===== config.mk =====
export PLATFORM = sky130hd
export DESIGN_NAME = cds_dist_sync
export DESIGN_NICKNAME = d
export VERILOG_FILES = /design/src/cds_dist_sync.v
export VERILOG_INCLUDE_DIRS = /design/src
export SDC_FILE = /design/constraint.sdc
export NUM_CORES = 1
export LEC_CHECK = 0
export ABC_AREA = 1
export ABC_CLOCK_PERIOD_IN_PS = 9650
export BUFFER_PORTS_ARGS = -buffer_cell sky130_fd_sc_hd__buf_2
export CORE_MARGIN = 1
export CORE_UTILIZATION = 40
export DETAILED_ROUTE_END_ITERATION = 7
export SLEW_MARGIN = 5
export SYNTH_ARGS = -nofsm -noshare
export SYNTH_HDL_FRONTEND = slang
export SYNTH_SLANG_ARGS = --single-unit

===== constraint.sdc =====
create_clock -name ref_clk -period 9.65 [get_ports ref_clk]
set_input_delay 0.965 -clock ref_clk [delete_from_list [all_inputs] [get_ports ref_clk]]
set_output_delay 0.965 -clock ref_clk [all_outputs]
set_load 0.01 [all_outputs]

===== src/cds_defs.vh =====
// register indices, field positions and counts for the distribution sync block
`ifndef CDS_DEFS_VH
`define CDS_DEFS_VH
// register indices; byte address is four times the index
`define CDS_IDX_DIST_EN 12'h401
`define CDS_IDX_DIST_SYNC 12'h402
`define CDS_IDX_AUTO_SYNC 12'h403
`define CDS_IDX_TRIG 12'hA02
`define CDS_IDX_DIV_BASE 12'h500
`define CDS_IDX_PH_TGT 12'h30F
`define CDS_IDX_SLEW 12'h316
`define CDS_IDX_STATUS 12'hD03
// sync control fields
`define CDS_MASK_MSB 3
`define CDS_MASK_LSB 0
`define CDS_SRC_MSB 5
`define CDS_SRC_LSB 4
`define CDS_SRC_DIRECT 2'b00
`define CDS_SRC_REF 2'b01
`define CDS_SRC_FB 2'b10
// automatic sync fields
`define CDS_AUTO_FREQ 0
`define CDS_AUTO_PHASE 1
// trigger register: sync distribution bit
`define CDS_TRIG_SYNC 1
// status fields
`define CDS_ST_STALL 0
`define CDS_ST_ARMED 1
`define CDS_ST_DONE 3
// reset values
`define CDS_RST_BYTE 8'h00
`define CDS_RST_EN 4'hF
`define CDS_RST_DIV 30'h0000_0000
`define CDS_RST_PH 16'h0000
`define CDS_RST_SLEW 16'h0001
// divider input edges consumed by the reclocking stage
`define CDS_RECLK_EDGES 3'h4
`endif


===== src/cds_dist_sync.v =====
// clock distribution synchronization: triggers, restart paths, dividers
//
// Overview of operation
// primary sync is OR of four triggers
// multifunction pin falling edge is the event
// sync bit one-to-zero transition is the event
// auto trigger on selected frequency/phase lock
// source 00: primary falling edge restarts directly
// source 01: arm, next reference rise restarts
// source 10: arm, next feedback rollover restarts
// detector follows currently active reference
// armed detector output high stalls dividers
// first reference rise drops output, restarts
// restart reclocked into divider input clock
// one-time alignment, no continuous tracking
// masked channel ignores sync
// masked channels run while others stall
// software adjusts edge timing after sync
// software may disable outputs while adjusting
// software uses small open-loop phase steps
// slew limit caps phase offset change rate
// divide ratio is programmed value plus one
// enable changes only at divider period boundary
// source 11 reserved, no restart
// unmasked dividers restart on one strobe
//
// Chosen here: the APB slave port.
`timescale 1ns/10ps
`include "cds_defs.vh"
module cds_dist_sync (
    input wire ref_clk,
    input wire rst_n,
    input wire psel,
    input wire penable,
    input wire pwrite,
    input wire [13:0] paddr,
    input wire [31:0] pwdata,
    output reg [31:0] prdata,
    output wire pready,
    output wire pslverr,
    input wire divider_input_clock,
    input wire [3:0] ref_in,
    input wire [1:0] active_ref_sel,
    input wire dpll_fb_rollover,
    input wire freq_lock,
    input wire phase_lock,
    input wire eeprom_sync,
    input wire multifunction_pins,
    output wire [3:0] out_clk,
    output wire dist_stall,
    output wire [15:0] phase_offset
);
    localparam ST_IDLE = 2'b00;
    localparam ST_WAIT = 2'b01;
    localparam ST_RECLK = 2'b10;

    // index hit for a register, used by write and read decode
    function hit;
        input [11:0] idx;
        input [11:0] reg_idx;
        begin
            hit = (idx == reg_idx);
        end
    endfunction

    wire [11:0] idx = paddr[13:2];
    wire wr = psel & penable & pwrite;
    wire [11:0] div_base = `CDS_IDX_DIV_BASE;
    wire div_hit = (idx[11:2] == div_base[11:2]);
    wire mapped = hit(idx, `CDS_IDX_DIST_EN) | hit(idx, `CDS_IDX_DIST_SYNC)
        | hit(idx, `CDS_IDX_AUTO_SYNC) | hit(idx, `CDS_IDX_TRIG)
        | hit(idx, `CDS_IDX_PH_TGT) | hit(idx, `CDS_IDX_SLEW)
        | hit(idx, `CDS_IDX_STATUS) | div_hit;

    // zero wait states keep the slave simple; unmapped answers with error
    assign pready = 1'b1;
    assign pslverr = psel & penable & ~mapped;

    reg [7:0] sync_ctl_q;
    reg [7:0] auto_ctl_q;
    reg [7:0] trig_q;
    reg [3:0] en_q;
    reg [29:0] div_q [0:3];
    reg [15:0] ph_tgt_q;
    reg [15:0] slew_q;
    reg [15:0] ph_cur_q;
    reg [1:0] state_q;
    reg [2:0] edge_cnt_q;
    reg done_q;

    wire [3:0] mask = sync_ctl_q[`CDS_MASK_MSB:`CDS_MASK_LSB];
    wire [1:0] src = sync_ctl_q[`CDS_SRC_MSB:`CDS_SRC_LSB];

    // register writes
    always @(posedge ref_clk or negedge rst_n) begin
        if (!rst_n) begin
            sync_ctl_q <= `CDS_RST_BYTE;
            auto_ctl_q <= `CDS_RST_BYTE;
            trig_q <= `CDS_RST_BYTE;
            en_q <= `CDS_RST_EN;
            div_q[0] <= `CDS_RST_DIV;
            div_q[1] <= `CDS_RST_DIV;
            div_q[2] <= `CDS_RST_DIV;
            div_q[3] <= `CDS_RST_DIV;
            ph_tgt_q <= `CDS_RST_PH;
            slew_q <= `CDS_RST_SLEW;
        end else if (wr) begin
            if (hit(idx, `CDS_IDX_DIST_SYNC))
                sync_ctl_q <= pwdata[7:0];
            if (hit(idx, `CDS_IDX_AUTO_SYNC))
                auto_ctl_q <= pwdata[7:0];
            if (hit(idx, `CDS_IDX_TRIG))
                trig_q <= pwdata[7:0];
            if (hit(idx, `CDS_IDX_DIST_EN))
                en_q <= pwdata[3:0];
            if (div_hit)
                div_q[idx[1:0]] <= pwdata[29:0];
            if (hit(idx, `CDS_IDX_PH_TGT))
                ph_tgt_q <= pwdata[15:0];
            if (hit(idx, `CDS_IDX_SLEW))
                slew_q <= pwdata[15:0];
        end
    end

    // read mux; narrow registers sit in the low bits
    reg [31:0] rd_mux;
    always @* begin
        rd_mux = 32'h0000_0000;
        if (hit(idx, `CDS_IDX_DIST_SYNC))
            rd_mux[7:0] = sync_ctl_q;
        if (hit(idx, `CDS_IDX_AUTO_SYNC))
            rd_mux[7:0] = auto_ctl_q;
        if (hit(idx, `CDS_IDX_TRIG))
            rd_mux[7:0] = trig_q;
        if (hit(idx, `CDS_IDX_DIST_EN))
            rd_mux[3:0] = en_q;
        if (div_hit)
            rd_mux[29:0] = div_q[idx[1:0]];
        if (hit(idx, `CDS_IDX_PH_TGT))
            rd_mux[15:0] = ph_tgt_q;
        if (hit(idx, `CDS_IDX_SLEW))
            rd_mux[15:0] = slew_q;
        if (hit(idx, `CDS_IDX_STATUS)) begin
            rd_mux[`CDS_ST_STALL] = (state_q != ST_IDLE);
            rd_mux[`CDS_ST_ARMED] = (state_q == ST_WAIT);
            rd_mux[`CDS_ST_DONE] = done_q;
        end
    end

    // read data caught in the setup phase, so it leaves a flip-flop
    // without costing a wait state; status is one cycle old
    always @(posedge ref_clk or negedge rst_n) begin
        if (!rst_n)
            prdata <= 32'h0000_0000;
        else if (psel & ~penable)
            prdata <= rd_mux;
    end

    // pin synchronisers; first stage feeds only the second
    reg [1:0] clkin_sy_q;
    reg clkin_prev_q;
    reg [3:0] ref_s1_q;
    reg [3:0] ref_s2_q;
    reg ref_prev_q;
    reg [1:0] mf_sy_q;
    reg mf_prev_q;
    reg freq_prev_q;
    reg phase_prev_q;
    reg prim_q;
    wire primary;
    wire ref_act = ref_s2_q[active_ref_sel];
    always @(posedge ref_clk or negedge rst_n) begin
        if (!rst_n) begin
            clkin_sy_q <= 2'b00;
            clkin_prev_q <= 1'b0;
            ref_s1_q <= 4'h0;
            ref_s2_q <= 4'h0;
            ref_prev_q <= 1'b0;
            mf_sy_q <= 2'b11;
            mf_prev_q <= 1'b1;
            freq_prev_q <= 1'b0;
            phase_prev_q <= 1'b0;
            prim_q <= 1'b0;
        end else begin
            clkin_sy_q <= {clkin_sy_q[0], divider_input_clock};
            clkin_prev_q <= clkin_sy_q[1];
            ref_s1_q <= ref_in;
            ref_s2_q <= ref_s1_q;
            ref_prev_q <= ref_act;
            mf_sy_q <= {mf_sy_q[0], multifunction_pins};
            mf_prev_q <= mf_sy_q[1];
            freq_prev_q <= freq_lock;
            phase_prev_q <= phase_lock;
            prim_q <= primary;
        end
    end

    wire clkin_rise = clkin_sy_q[1] & ~clkin_prev_q;
    wire ref_rise = ref_act & ~ref_prev_q;
    wire mf_fall = mf_prev_q & ~mf_sy_q[1];
    // lock rise yields a one-cycle trigger pulse
    wire auto_pulse = (auto_ctl_q[`CDS_AUTO_FREQ] & freq_lock & ~freq_prev_q)
        | (auto_ctl_q[`CDS_AUTO_PHASE] & phase_lock & ~phase_prev_q);
    // the bit level is the primary: set raises it, clear is the event
    wire sync_bit = trig_q[`CDS_TRIG_SYNC];
    assign primary = sync_bit | auto_pulse | mf_fall | eeprom_sync;
    wire prim_rise = primary & ~prim_q;
    wire prim_fall = prim_q & ~primary;

    // restart sequencer: arm, wait for the event, reclock, restart once
    reg [1:0] state_d;
    reg event_hit;
    always @* begin
        state_d = state_q;
        event_hit = 1'b0;
        case (src)
            `CDS_SRC_DIRECT: event_hit = prim_fall;
            `CDS_SRC_REF: event_hit = ref_rise;
            `CDS_SRC_FB: event_hit = dpll_fb_rollover;
            default: event_hit = 1'b0;
        endcase
        case (state_q)
            ST_IDLE: begin
                if (prim_rise && src != 2'b11)
                    state_d = ST_WAIT;
            end
            ST_WAIT: begin
                if (src == 2'b11)
                    state_d = ST_IDLE;
                else if (event_hit)
                    state_d = ST_RECLK;
            end
            ST_RECLK: begin
                if (clkin_rise && edge_cnt_q == `CDS_RECLK_EDGES - 3'h1)
                    state_d = ST_IDLE;
            end
            default: state_d = ST_IDLE;
        endcase
    end

    // one pass per arming; nothing tracks drift after the restart
    always @(posedge ref_clk or negedge rst_n) begin
        if (!rst_n) begin
            state_q <= ST_IDLE;
            edge_cnt_q <= 3'h0;
            done_q <= 1'b0;
        end else begin
            state_q <= state_d;
            if (state_q != ST_RECLK)
                edge_cnt_q <= 3'h0;
            else if (clkin_rise)
                edge_cnt_q <= edge_cnt_q + 3'h1;
            if (state_q == ST_RECLK && state_d == ST_IDLE)
                done_q <= 1'b1;
            else if (state_d == ST_WAIT)
                done_q <= 1'b0;
        end
    end

    assign dist_stall = (state_q != ST_IDLE);

    // channel dividers
    genvar i;
    generate
        for (i = 0; i < 4; i = i + 1) begin : g_ch
            reg [29:0] cnt_q;
            reg on_q;
            reg out_q;
            wire [29:0] dv = div_q[i];
            wire held = dist_stall & ~mask[i];
            wire [29:0] half = {1'b0, dv[29:1]} + 30'h1;
            wire wave = (dv == 30'h0) ? clkin_sy_q[1] : (cnt_q < half);
            always @(posedge ref_clk or negedge rst_n) begin
                if (!rst_n) begin
                    cnt_q <= 30'h0;
                    on_q <= 1'b0;
                    out_q <= 1'b0;
                end else if (held) begin
                    cnt_q <= 30'h0;
                    on_q <= en_q[i];
                    out_q <= 1'b0;
                end else begin
                    if (clkin_rise) begin
                        if (cnt_q == dv) begin
                            cnt_q <= 30'h0;
                            on_q <= en_q[i];
                        end else begin
                            cnt_q <= cnt_q + 30'h1;
                        end
                    end
                    out_q <= on_q & wave;
                end
            end
            assign out_clk[i] = out_q;
        end
    endgenerate

    // phase offset walks to target by at most the slew limit per cycle
    wire [16:0] up = {1'b0, ph_tgt_q} - {1'b0, ph_cur_q};
    wire [16:0] dn = {1'b0, ph_cur_q} - {1'b0, ph_tgt_q};
    always @(posedge ref_clk or negedge rst_n) begin
        if (!rst_n)
            ph_cur_q <= `CDS_RST_PH;
        else if (ph_tgt_q > ph_cur_q)
            ph_cur_q <= (up[15:0] > slew_q) ? ph_cur_q + slew_q
                : ph_tgt_q;
        else if (ph_tgt_q < ph_cur_q)
            ph_cur_q <= (dn[15:0] > slew_q) ? ph_cur_q - slew_q
                : ph_tgt_q;
    end
    assign phase_offset = ph_cur_q;
endmodule


# [After elaboration in Yosys (flattened, before gate mapping)]
# Index checks and enable logic that the tools add are counted.
# Widths: inputs -> output; s select.
[word_totals] elab_cells=225 out_inout_bits=55 inputBits=63 regBits=378
[op_classes] eq_ne=21 bitwise_logic=46 magnitude_cmp=11 n_mux=63 n_addsub=13 reduce_logical=34
[op_table] cell="$mux 30" n=16
[op_table] cell="$add 29x1->30 const B" n=4
[op_table] cell="$add 30x1->30 const B" n=4
[op_table] cell="$bwmux 120" n=1
[op_table] cell="$eq 30x30->1" n=4
[op_table] cell="$logic_not 30->1" n=4
[op_table] cell="$lt 30x30->1" n=4
[op_table] cell="$mux 16" n=6
[op_table] cell="$bmux 30 s2" n=1
[op_table] cell="$demux 30 s2" n=1
[op_table] cell="$gt 16x16->1" n=3
[op_table] cell="$sub 16x16->16" n=3
[op_table] cell="$eq 12x11->1 const B" n=3
[op_table] cell="$eq 12x10->1 const B" n=2
[op_table] cell="$eq 12x12->1 const B" n=2
[op_table] cell="$mux 1" n=24
[op_table] cell="$mux 8" n=3
[op_table] cell="$reduce_bool 2->1" n=12
[op_table] cell="$reduce_and 2->1" n=11
[op_table] cell="$and 1x1->1" n=21
[op_table] cell="$add 16x16->16" n=1
[op_table] cell="$lt 16x16->1" n=1
[op_table] cell="$not 1->1" n=13
[op_table] cell="$or 1x1->1" n=11
[op_table] cell="18 further kinds" n=33

# [Depth between registers and ports, before layout]
[logic_depth] depth_word=15 ltp_mapped=24 ltp_nobuf=22

# [Least setup slack after synthesis]
# Ideal clock, no wire load.
[synth_timing] path_type="register to register" start="reg ph_cur_q[2] (netlist: phase_offset[2])" end="reg ph_cur_q[4] (netlist: phase_offset[4])" stages_incl_launch_ff=21 t_required_ps=9515 n_path_buf=3 path_slack_ps=6226 arrival_time_ps=3289 setup_time_ps=135 cell_sequence="dfrtp_1 -> inv_1 -> ha_1 -> buf_4 -> a21oi_1 -> inv_1 -> a21oi_1 -> o221ai_1 -> nand2_1 -> o2111ai_1 -> xor2_1 -> ha_1 -> nand4_1 -> nor3_1 -> nand3_1 -> nand2_1 -> buf_2 -> clkbuf_1 -> nand2_1 -> o211ai_1 -> o211ai_1"
[synth_between] elab_chain_cells=5 elab_cells_between_ends=13
[synth_lines] element="start, declared" line_no="cds_dist_sync.v:86" text="reg [15:0] ph_cur_q;"
[synth_lines] element="start signal, assigned" line_no="cds_dist_sync.v:303" text="ph_cur_q <= `CDS_RST_PH;"
[synth_lines] element="start signal, assigned" line_no="cds_dist_sync.v:305" text="ph_cur_q <= (up[15:0] > slew_q) ? ph_cur_q + slew_q"
[synth_lines] element="start signal, assigned" line_no="cds_dist_sync.v:308" text="ph_cur_q <= (dn[15:0] > slew_q) ? ph_cur_q - slew_q"
[synth_lines] element="$sub 16x16->16" line_no="cds_dist_sync.v:300" text="wire [16:0] dn = {1'b0, ph_cur_q} - {1'b0, ph_tgt_q};"
[synth_lines] element="$gt 16x16->1" line_no="cds_dist_sync.v:308"
[synth_lines] element="$mux 16" line_no="cds_dist_sync.v:308"
[synth_lines] element="$mux 16" line_no="cds_dist_sync.v:307" text="else if (ph_tgt_q < ph_cur_q)"
[synth_lines] element="$mux 16" line_no="cds_dist_sync.v:304" text="else if (ph_tgt_q > ph_cur_q)"
# Parallel ways exist; a longest one is shown, timed or not. The select of a mux whose other input is x is not followed.
# A chain may end at the register's enable or synchronous reset.

# [Final worst setup path]
[layout_timing] start="reg ph_cur_q[2] (netlist: phase_offset[2])" end="reg ph_cur_q[10] (netlist: phase_offset[10])"
# The elaborated chain is that of the path after synthesis.

==> metrics <==
Post-Synth Adder-Cell Area 9.881%; pins over their slew limit 0; sequential share of power 31.8%; DR pass1 iterations 7; clock network power share 33.1%; row count 97; Yosys warning total 0; min cycle time layout 4.777 ns; CTS buffer count 48; vias in the first global route 24970; initial antenna violation count 0; DRT Wirelength 92.08 mm; max_cap viols 0; worst-margin pin slew 1.198 ns; # setup viols final 0; DR WL/cell 18.99 um; Slew headroom 19.83%; Min-Delay Path Class flip-flop to flip-flop; crit-path max FO 29; layout cell share with drive strength beyond 1 8.468%; Starting Density 40.51%; core footprint 70150 um^2; Post-CTS Resized 0; Detailed Route Iter0 Violations 2039; area delta synth->final 9.709%; Startpoint Class flip-flop; worst skew pair latency 0.62 ns; RSZ-0062 raised after global routing no; H-Tree Depth 2; Internal 3.361 mW; Setup Fix Bufs, Post-CTS 0; Placer Congestion 0.9520; Setup crit end kind flip-flop; Comb pwr share 35.0%; pwr/cell area 176.4 nW/um^2; CP peak stage delay 0.75 ns; simple-gate portion of the synthesized area 27.28%; vias per cell 5.374; CP cell instances inv_1 > ha_1 > a21oi_1 > inv_1 > a21oi_1 > o221ai_1 > nand2_1 > o2111ai_1 > xor2_1 > ha_1 > nand4_1 > nor3_1 > nand3_1 > nand2_1 > inv_1 > nand2_1 > nand3_1 > nand3_1 > o21ai_1; DP HPWL 70.95 mm; Fin Clk Skew 0.04044 ns; n_diodes 0; final clock period utilization by the worst path 49.51%; final hold vios 0; area share of the largest cell type after synthesis 32.58%; Port-buffer cells 110; Area contributors post-synth dfrtp_1 33%, nand2_1 12%, ha_1 9.6%; Clock Tree Root clkbuf_16; Die ar. 72110 um^2; Mean Syn Cell Area 7.377 um^2; switching share of power 38.86%; peak supply drop 0.0001417 V; Via Count 26060; gr usage total 25.75%; post-synth top area cell dfrtp_1; Worst-path clk slew 0.06 ns; dpl cells 4762; Synth Cell Area 28420 um^2; NumNets Final 4157; Clock Tree Buf Depth 3; predominant post-synthesis flop cell dfrtp_1; Synth Area in XOR/XNOR 7.212%; first-pass GRT wire length 144.2 mm; Synth Instances 3852; chip height 268.5 um; register area share after synthesis 33.32%; TritonCTS Sinks 378; Die X 268.5 um; final global-route overflow total 0; DRC 0; Leak 14.22 nW; largest family of logic cells by synthesized area simple AND/OR/NAND/NOR gates; CP max-delay cell nand2_1; crit path DAT 5.26 ns; status complete, no violations; mux cell area share after synthesis 0%; worst setup margin 4.873 ns; Top Ports 118; post-route ant nets 0; Post-synth EDFFs 0; critical path class flip-flop to flip-flop; Synth async-reset ratio 100.0%; synthesized flop and latch total 378; worst path required time 10.13 ns; setup TNS 0 ns; Sw Pwr 2.137 mW; pre-CTS setup slack 4.927 ns; Synth Area in Compound Gates 13.80%; Cell variety after synth 67; largest net degree at the start of global routing 153; TritonCTS clock tree yes; Layout Cells excl Fill 4849; Max Clk Rate 0.2093 GHz; hold_buf cts 0
-- power groups by stage --
stage | Clock (mW) | Combinational (mW) | Sequential (mW)
global route | 1.91 | 2.18 | 1.75
detailed placement | 0 | 1.91 | 1.77
finish | 1.82 | 1.93 | 1.75
global placement | 0 | 1.90 | 1.77
CTS | 1.86 | 1.91 | 1.75
floorplan | 0 | 1.41 | 1.74
-- flip-flops by register name, summed over array words and instances, names as in the netlist, 3 cells and up --
signal and count:
g_ch.cnt_q 120, g_ch.dv 120, prdata 30, ph_tgt_q 16, phase_offset 16, slew_q 16
auto_ctl_q 8, sync_ctl_q 8, trig_q 8, en_q 4, g_ch.on_q 4, g_ch.out_q 4
ref_s1_q 4, ref_s2_q 4, edge_cnt_q 3
-- synthesized netlist by cell type, drive strengths merged, types with 2 or more instances --
master and count:
a211oi 11, a21o 8, a21oi 216, a221oi 15, a31oi 12, a32o 3
a41oi 2, and2 3, and3 3, buf 54, clkbuf 99, clkinv 4
conb 2, dfrtp 370, dfstp 8, fa 4, ha 218, inv 457
nand2 893, nand3 182, nand3b 7, nand4 112, nor2 318, nor3 123
nor3b 8, nor4 35, nor4b 2, o2111ai 17, o211ai 19, o21a 14
o21ai 299, o21bai 9, o221ai 10, o22ai 34, o31ai 9, o41ai 6
or2 25, xnor2 33, xor2 201
-- cells in the final DEF, fill, tap and decap left out, types with 10 or more instances in the layout --
master / instances
o221ai_1: 10
o2111ai_1: 17
o21ai_0: 279
nand3_2: 17
a221oi_1: 15
clkbuf_16: 48
xnor2_1: 33
o211ai_1: 19
a21oi_1: 215
nor3_2: 17
nand2_1: 887
a211oi_1: 11
dfrtp_1: 370
nand3_1: 163
o22ai_1: 34
nor4_1: 31
xor2_1: 201
clkinv_2: 11
nor2_2: 24
o21a_1: 14
nand4_1: 109
nor2_1: 284
or2_2: 23
buf_2: 109
inv_1: 448
o21ai_1: 19
nor3_1: 103
a31oi_1: 12
buf_4: 11
ha_1: 218
-- per-layer routing --
metal  part of all wire [%]  wire length [um]  GRT usage, %  vias up
met5                      0                 0             0        -
met4                    2.4              2219         7.233        0
met3                    5.3              4879         2.685      133
met2                     47             42950         42.76      730
met1                     46             42030         35.41    12350
li1                       -                 -             -    12850
-- per-stage QoR --
stage | area [um^2] | total power, mW | hold slack, ns | utilization [%]
CTS | 31170 | 5.515 | 0.3493 | 44.44
finish | 31170 | 5.498 | 0.3462 | 44.44
floorplan | 28420 | 3.156 | 0.3312 | -
global placement | 29600 | 3.671 | 0.3321 | 42.20
detailed placement | 29600 | 3.680 | 0.3347 | 42.20
global route | 31170 | 5.841 | 0.3528 | 44.44
-- kinds of logic after synthesis --
group / count (synthesis)
adders and majority gates: 222
DFF: 378
other: 2
xor gates and xnor gates: 234
buffers and inverters: 614
AOI/OAI and AO/OA: 690
and+or+nand+nor: 1712
-- layout make-up --
| cell class | instances | area (um^2) |
|---|---|---|
| fillers | 7246 | 38970 |
| multi-input cells | 2861 | 16560 |
| flip-flops and latches | 378 | 9469 |
| inverters | 461 | 1733 |
| clock buffers | 66 | 1359 |
| well taps | 940 | 1176 |
| repair buffers | 122 | 663.1 |
| clock inverters | 21 | 215.2 |
-- critical path: cells and delay by family, from the launching register on --
family	cells	cell delay, ns
xor gates and xnor gates	1	0.18
DFF	1	0.51
and+or+nand+nor	8	1.69
buffers and inverters	3	0.45
AOI/OAI and AO/OA	5	1.05
adders and majority gates	2	0.73
-- final timing paths --
check,to,start,depth (start not counted),slack [ns]
worst max-delay path,phase_offset[10],phase_offset[2],19,4.87
worst min-delay path,ref_s2_q[3],ref_s1_q[3],0,0.35
worst max register to register,phase_offset[10],phase_offset[2],19,4.87
worst min register to register,ref_s2_q[3],ref_s1_q[3],0,0.35
max in group asynchronous,g_ch[0].cnt_q[18],rst_n,2,7.80
min in group asynchronous,g_ch[2].cnt_q[17],rst_n,1,0.40
Note: power is estimated with default switching activity, not from simulation.
